<file path="src/common/ioc_pkg.sv">
package ioc_pkg;
    // register indices on the plain port
    localparam logic [1:0] ADDR_TUNING  = 2'h0;
    localparam logic [1:0] ADDR_CONTROL = 2'h1;
    localparam logic [1:0] ADDR_TIMER1  = 2'h2;
    localparam logic [1:0] ADDR_STATUS  = 2'h3;
    // tuning register fields
    localparam int TUN_LFSRC_BIT = 7;
    localparam int TUN_MULT_BIT  = 6;
    localparam logic [7:0] TUNING_RESET = 8'h00;
    // control register fields
    localparam int CTL_IDLE_BIT = 7;
    localparam int CTL_STARTUP_TIMER_DONE_BIT = 3;
    localparam int CTL_INTERNAL_STABLE_FLAG_BIT = 2;
    localparam logic [2:0] IFS_RESET = 3'h4;   // 1 MHz
    localparam logic [2:0] IFS_8M    = 3'h7;
    localparam logic [2:0] IFS_4M    = 3'h6;
    localparam logic [2:0] IFS_31K   = 3'h0;
    localparam logic [1:0] SCS_PRI   = 2'h0;
    localparam logic [1:0] SCS_SEC   = 2'h1;
    // timer1 control fields
    localparam int T1_RUN_BIT = 6;
    localparam int T1_OSC_BIT = 3;
    // primary configuration encodings
    localparam logic [3:0] CFG_INT_A = 4'h9;
    localparam logic [3:0] CFG_INT_B = 4'h8;
    // switch pause: old cycles and new cycles
    localparam logic [2:0] SW_OLD = 3'h2;
    localparam logic [2:0] SW_NEW = 3'h4;

    typedef enum logic [1:0] {SRC_PRI, SRC_SEC, SRC_INT} ioc_src_t;

    typedef struct packed {
        logic [1:0] addr;
        logic [7:0] wdata;
        logic       wr;
        logic       rd;
    } ioc_bus_t;
endpackage

</file>
<file path="src/rtl/ioc_clock_ctrl.sv">
module ioc_clock_ctrl (
    // clock and reset
    input  wire logic          mclk,
    input  wire logic          reset,
    // register port
    input  wire ioc_pkg::ioc_bus_t bus,
    output logic [7:0]         rdata,
    // configuration, oscillator status and sleep request
    input  wire logic [3:0]    primary_osc_config,
    input  wire logic          startupTimerExpired,
    input  wire logic          fastOscStable,
    input  wire logic          sleepExec,
    // clock steering outputs
    output logic               multEnable,
    output logic signed [4:0]  freqTrim,
    output logic [2:0]         internalFreqSelect,
    output logic               lowFreqFromFast,
    output logic               wdtFromSlowRc,
    output logic [1:0]         activeSource,
    output logic               clockHold,
    output logic               enterSleep,
    output logic               enterIdle
);
    ////////////////////////////////////////////////////////////////////////
    // registers
    logic       lfSrc, multBit, idleOnSleep, t1Other, secondary_osc_enable;
    logic [4:0] trim;
    logic [2:0] ifs;
    logic [1:0] scs;
    logic       next_lfSrc, next_multBit, next_idleOnSleep, next_t1Other, next_secondary_osc_enable;
    logic [4:0] next_trim;
    logic [2:0] next_ifs;
    logic [1:0] next_scs;
    logic       cfgOk, freqOk, avail;
    logic [2:0] syncOst, syncStab;
    logic       ostDone, intStable;

    assign cfgOk  = (primary_osc_config == ioc_pkg::CFG_INT_A) ||
                    (primary_osc_config == ioc_pkg::CFG_INT_B);
    assign freqOk = (ifs == ioc_pkg::IFS_8M) || (ifs == ioc_pkg::IFS_4M);
    assign avail  = cfgOk;

    always_comb begin
        next_lfSrc = lfSrc;
        next_multBit = multBit & avail;
        next_trim = trim;
        next_idleOnSleep = idleOnSleep;
        next_ifs = ifs;
        next_scs = scs;
        next_t1Other = t1Other;
        next_secondary_osc_enable = secondary_osc_enable;
        if (bus.wr) begin
            case (bus.addr)
                ioc_pkg::ADDR_TUNING: begin
                    next_lfSrc = bus.wdata[ioc_pkg::TUN_LFSRC_BIT];
                    next_multBit = bus.wdata[ioc_pkg::TUN_MULT_BIT] & avail;
                    next_trim = bus.wdata[4:0];
                end
                ioc_pkg::ADDR_CONTROL: begin
                    next_idleOnSleep = bus.wdata[ioc_pkg::CTL_IDLE_BIT];
                    next_ifs = bus.wdata[6:4];
                    if (bus.wdata[1:0] != ioc_pkg::SCS_SEC || secondary_osc_enable)
                        next_scs = bus.wdata[1:0];
                end
                ioc_pkg::ADDR_TIMER1: begin
                    next_secondary_osc_enable = bus.wdata[ioc_pkg::T1_OSC_BIT];
                    next_t1Other = bus.wdata[0];
                end
                default: ;
            endcase
        end
    end

    always_ff @(posedge mclk) begin
        if (reset) begin
            lfSrc <= ioc_pkg::TUNING_RESET[ioc_pkg::TUN_LFSRC_BIT];
            multBit <= ioc_pkg::TUNING_RESET[ioc_pkg::TUN_MULT_BIT];
            trim <= ioc_pkg::TUNING_RESET[4:0];
            idleOnSleep <= 1'b0;
            ifs <= ioc_pkg::IFS_RESET;
            scs <= ioc_pkg::SCS_PRI;
            t1Other <= 1'b0;
            secondary_osc_enable <= 1'b0;
        end else begin
            lfSrc <= next_lfSrc;
            multBit <= next_multBit;
            trim <= next_trim;
            idleOnSleep <= next_idleOnSleep;
            ifs <= next_ifs;
            scs <= next_scs;
            t1Other <= next_t1Other;
            secondary_osc_enable <= next_secondary_osc_enable;
        end
    end

    ////////////////////////////////////////////////////////////////////////
    // status input synchronisers
    always_ff @(posedge mclk) begin
        if (reset) begin
            syncOst <= 3'h0;
            syncStab <= 3'h0;
            ostDone <= 1'b0;
            intStable <= 1'b0;
        end else begin
            syncOst <= {syncOst[1:0], startupTimerExpired};
            syncStab <= {syncStab[1:0], fastOscStable};
            if (syncOst[1] == syncOst[2])
                ostDone <= syncOst[2];
            if (syncStab[1] == syncStab[2])
                intStable <= syncStab[2];
        end
    end

    ////////////////////////////////////////////////////////////////////////
    // clock switch sequencer
    typedef enum logic [1:0] {SW_RUN, SW_OLDWAIT, SW_NEWWAIT} ioc_sw_t;
    ioc_sw_t    swState, next_swState;
    logic [2:0] swCnt, next_swCnt;
    ioc_pkg::ioc_src_t src, next_src, want;

    always_comb begin
        case (scs)
            ioc_pkg::SCS_PRI: want = ioc_pkg::SRC_PRI;
            ioc_pkg::SCS_SEC: want = ioc_pkg::SRC_SEC;
            default:          want = ioc_pkg::SRC_INT;
        endcase
        next_swState = swState;
        next_swCnt = swCnt;
        next_src = src;
        case (swState)
            SW_RUN: begin
                if (want != src) begin
                    next_swState = SW_OLDWAIT;
                    next_swCnt = 3'h1;
                end
            end
            SW_OLDWAIT: begin
                if (swCnt == ioc_pkg::SW_OLD) begin
                    next_swState = SW_NEWWAIT;
                    next_swCnt = 3'h1;
                    next_src = want;
                end else
                    next_swCnt = swCnt + 3'h1;
            end
            SW_NEWWAIT: begin
                if (swCnt == ioc_pkg::SW_NEW)
                    next_swState = SW_RUN;
                else
                    next_swCnt = swCnt + 3'h1;
            end
            default: next_swState = SW_RUN;
        endcase
    end

    always_ff @(posedge mclk) begin
        if (reset) begin
            swState <= SW_RUN;
            swCnt <= 3'h0;
            src <= ioc_pkg::SRC_PRI;
        end else begin
            swState <= next_swState;
            swCnt <= next_swCnt;
            src <= next_src;
        end
    end

    ////////////////////////////////////////////////////////////////////////
    // outputs and read data
    logic [7:0] next_rdata;
    logic       fOsts, fIofs, fT1run;

    always_comb begin
        fOsts  = ostDone && src == ioc_pkg::SRC_PRI;
        fIofs  = intStable && src == ioc_pkg::SRC_INT &&
                 !(ifs == ioc_pkg::IFS_31K && !lfSrc);
        fT1run = src == ioc_pkg::SRC_SEC;
        next_rdata = 8'h00;
        if (bus.rd) begin
            case (bus.addr)
                ioc_pkg::ADDR_TUNING:
                    next_rdata = {lfSrc, multBit & avail, 1'b0, trim};
                ioc_pkg::ADDR_CONTROL:
                    next_rdata = {idleOnSleep, ifs, fOsts, fIofs, scs};
                ioc_pkg::ADDR_TIMER1:
                    next_rdata = {1'b0, fT1run, 2'h0, secondary_osc_enable, 2'h0, t1Other};
                default: next_rdata = 8'h00;
            endcase
        end
    end

    always_ff @(posedge mclk) begin
        if (reset) begin
            rdata <= 8'h00;
            multEnable <= 1'b0;
            freqTrim <= signed'(ioc_pkg::TUNING_RESET[4:0]);
            internalFreqSelect <= ioc_pkg::IFS_RESET;
            lowFreqFromFast <= 1'b0;
            wdtFromSlowRc <= 1'b1;
            activeSource <= 2'h0;
            clockHold <= 1'b0;
            enterSleep <= 1'b0;
            enterIdle <= 1'b0;
        end else begin
            rdata <= next_rdata;
            multEnable <= multBit & cfgOk & freqOk;
            freqTrim <= signed'(trim);
            internalFreqSelect <= ifs;
            lowFreqFromFast <= (ifs == ioc_pkg::IFS_31K) & lfSrc;
            wdtFromSlowRc <= 1'b1;
            activeSource <= src;
            clockHold <= next_swState != SW_RUN;
            enterSleep <= sleepExec & ~idleOnSleep;
            enterIdle <= sleepExec & idleOnSleep;
        end
    end
endmodule
</file>
<file path="config.mk">
export PLATFORM = sky130hd
export DESIGN_NAME = ioc_clock_ctrl
export DESIGN_NICKNAME = d
export VERILOG_FILES = /design/src/common/ioc_pkg.sv /design/src/rtl/ioc_clock_ctrl.sv
export SDC_FILE = /design/constraint.sdc
export NUM_CORES = 1
export LEC_CHECK = 0
export ABC_CLOCK_PERIOD_IN_PS = 2700
export BUFFER_PORTS_ARGS = -buffer_cell sky130_fd_sc_hd__clkbuf_2
export CAP_MARGIN = 20
export CORE_ASPECT_RATIO = 1.75
export CORE_UTILIZATION = 60
export CTS_BUF_LIST = sky130_fd_sc_hd__clkbuf_2 sky130_fd_sc_hd__clkbuf_4 sky130_fd_sc_hd__clkbuf_8
export DETAILED_ROUTE_END_ITERATION = 8
export PLACE_DENSITY = 0.86
export SLEW_MARGIN = 0
export SYNTH_ARGS = -nofsm -noshare
export SYNTH_HDL_FRONTEND = slang
export SYNTH_SLANG_ARGS = --single-unit
</file>
<file path="constraint.sdc">
create_clock -name mclk -period 2.7 [get_ports mclk]
set_input_delay 0.135 -clock mclk [delete_from_list [all_inputs] [get_ports mclk]]
set_output_delay 0.135 -clock mclk [all_outputs]
set_load 0.02 [all_outputs]
</file>
==> flow_metrics.env <==
export IMPL_cts_buffers=5
export IMPL_synth_seq_cells=53
export IMPL_synth_area_per_cell_sq_um=9.73
export IMPL_drc=0
export IMPL_crit_chain="inv_1 -> ha_1 -> a31oi_1 -> a211oi_1 -> a41o_1"
export IMPL_fillCellCount=273
export IMPL_pre_cts_ws_ps=1150
export IMPL_die_area_sq_um=3770
export IMPL_clock_skew_ps=4.00
export IMPL_slew_headroom=0.454
export IMPL_grt_max_degree=44
export IMPL_core_area_sq_um=3360
export IMPL_required_ps=2900
export IMPL_critPathCaptureType="register"
export IMPL_synth_cell_type_count=37
export IMPL_cts_tree="built"
export IMPL_die_y_um=80.5
export IMPL_worst_slack_ps=1140
export IMPL_placedCellCount=296
export IMPL_irDropWorstVdd_v=0.000647
export IMPL_fin_cells=304
export IMPL_initial_utilization=0.628
export IMPL_crit_path_max_fanout=6
export IMPL_fin_crit_sh=0.579
export IMPL_cts_hold_buf=0
export IMPL_setup_tns_ps=0
export IMPL_async_reset_ff_frac=0
export IMPL_utilization=0.734
export IMPL_seq_area_frac_synth=0.502
export IMPL_pin_count=45
export IMPL_cpPeakStageDelay_ps=400
export IMPL_clk_pin_slew_worst_paths_ps=90
export IMPL_hp_class="input pin to register"
export IMPL_track_usage=0.235
export IMPL_r2r_cells=5
export IMPL_synth_edf_count=0
export IMPL_p_leak_nw=1.06
export IMPL_status="completed"
export IMPL_period_minus_slack_ps=1560
export IMPL_final_antenna_net_count=0
export IMPL_reg2reg_from="swState[0]"
export IMPL_synthToLayoutAreaGrowth_pct=16.8
export IMPL_via_count=1616
export IMPL_overflow=0
export IMPL_finalNetCount=286
export IMPL_cpMaxStageDelayCell="dfxtp_1"
export IMPL_syn_area_sq_um=2110
export IMPL_rows=28
export IMPL_cts_setup_buffers=0
export IMPL_diodes=0
export IMPL_rrSetupSlack_ps=1140
export IMPL_grt_pass1_wl_um=6380
export IMPL_drive_above_1_share=0.224
export IMPL_gp_congestion=0.770
export IMPL_htree_num_levels=2
export IMPL_dr_pass1_iters=4
export IMPL_drt_vias_per_instance=5.32
export IMPL_numPortBuffers=42
export IMPL_insertion_delay_ps=300
export IMPL_wl_per_cell_um=13.5
export IMPL_root_buffer="clkbuf_8"
export IMPL_yosys_most_used_dff="dfxtp_1"
export IMPL_cellPowerDensity_nw_per_um2=603
export IMPL_hold_viol=0
export IMPL_fmax_mhz=640
export IMPL_post_cts_resized=0
export IMPL_drt_wl_total_um=4120
export IMPL_cp_start_kind="register"
export IMPL_cap_violations=0
export IMPL_hpwl_um=3020
export IMPL_setup_viol=0
export IMPL_crit_type="register to register"
export IMPL_cts_sinks=53
export IMPL_drt_iter0_drc=45
export IMPL_synth_warnings=0
export IMPL_synth_nets=245
export IMPL_hold_start="fastOscStable"
export IMPL_clk_path_buf_depth=2
export IMPL_worstReg2RegEnd="swCnt[1]"
export IMPL_grt_pass1_vias=1517
export IMPL_drv_slew=0
export IMPL_holdWs_ps=42.9
export IMPL_holdPathStages=2
export IMPL_arrival_ps=1760
export IMPL_synthCells=217
export IMPL_chipWidth_um=46.9
export IMPL_worst_pin_slew_ps=820
export IMPL_antenna_found_initial=0
export IMPL_min_to="syncStab[0]"
export IMPL_rsz0062_at_grt="no"
-- metal layers --
layer  vias to the layer above  wire (um)  GRT usage
li1                        826          -          -
met4                         0         69      0.100
met1                       750       1590      0.242
met2                        34       2340      0.432
met3                         6        114     0.0427
met5                         -          0          0
-- flip-flops by register name, summed over array words and instances (netlist names), 3 cells and up --
register	count
freqTrim	5
ifs	3
internalFreqSelect	3
rdata	8
swCnt	3
syncOst	3
syncStab	3
trim	5
-- metrics by stage --
step	area, sq um	power [W]
2_1_floorplan	2110	0.000918
3_3_place_gp	2350	0.000954
3_5_place_dp	2350	0.000958
4_1_cts	2470	0.00150
5_1_grt	2470	0.00154
6_report	2470	0.00149
-- final cells by class --
class | count | area, sq um | area share
multi-input combinational | 150 | 990 | 0.401
inverter | 4 | 15.0 | 0.00609
tap | 45 | 56.3 | 0.0228
sequential | 53 | 1060 | 0.430
clock buffer | 7 | 90.1 | 0.0365
timing repair buffer | 44 | 225 | 0.0913
clock inverter | 1 | 30.0 | 0.0122
-- cell usage after synthesis, types with 2 or more instances --
master / instances / share of area
nor3b_1: 7 / 0.025
nand2b_1: 3 / 0.0089
and3b_1: 3 / 0.012
nand2_1: 10 / 0.018
inv_1: 4 / 0.0071
or2_2: 3 / 0.0089
and3_1: 3 / 0.0089
ha_1: 7 / 0.041
nor4_1: 2 / 0.0059
nand3_1: 8 / 0.019
nor3_1: 4 / 0.0095
nor2b_1: 18 / 0.053
buf_1: 2 / 0.0036
nand3b_1: 3 / 0.011
a211oi_1: 2 / 0.0071
buf_2: 4 / 0.0095
clkbuf_1: 3 / 0.0053
a21oi_1: 15 / 0.036
o21ai_0: 6 / 0.014
mux2i_1: 16 / 0.076
nor2_1: 23 / 0.041
a31oi_1: 3 / 0.0089
and2_1: 2 / 0.0059
dfxtp_1: 53 / 0.50
-- worst max-delay path by stage --
stage / endpoint / from / depth (start not counted) / slack (ps)
5_1_grt: swCnt[0] / swState[0] / 5 / 960
6_report: swCnt[1] / swState[0] / 5 / 1140
4_1_cts: swCnt[1] / swState[0] / 5 / 1130
2_1_floorplan: swCnt[1] / swState[0] / 5 / 1310
3_5_place_dp: swCnt[1] / swState[0] / 5 / 1150
3_3_place_gp: swCnt[1] / swState[0] / 5 / 1170
-- layout by cell type (no fill, tap or decap), types with 4 or more instances in the layout --
| cell | count |
|---|---|
| clkbuf_8 | 6 |
| dfxtp_1 | 53 |
| clkbuf_2 | 42 |
| mux2i_1 | 16 |
| nor2_1 | 23 |
| a21oi_1 | 15 |
| nor3_1 | 4 |
| nor2b_1 | 18 |
| nor3b_1 | 7 |
| nand3_1 | 8 |
| o21ai_0 | 6 |
| nand2_1 | 10 |
| ha_1 | 7 |
| inv_1 | 4 |
-- worst max-delay path: cells and delay by family, from the launching register on --
family	cells	cell delay, ps
compound gates	3	710
flops	1	400
fa+ha+maj	1	260
buf+inv	1	90
-- logic make-up after synthesis --
group           synth area share
compound gates             0.102
fa+ha+maj                 0.0415
buf+inv                   0.0290
flops                      0.502
mux                       0.0758
other cells              0.00178
simple gates               0.248
-- where the power goes --
| part | leakage, nW | internal [W] | switching (W) | total [W] |
|---|---|---|---|---|
| Combinational | 0.568 | 0.0000513 | 0.0000725 | 0.000124 |
| Sequential | 0.430 | 0.000802 | 0.0000145 | 0.000816 |
| Clock | 0.0619 | 0.000312 | 0.000235 | 0.000547 |
| Total | 1.06 | 0.00117 | 0.000322 | 0.00149 |
Power figures use the tool's default switching activity.
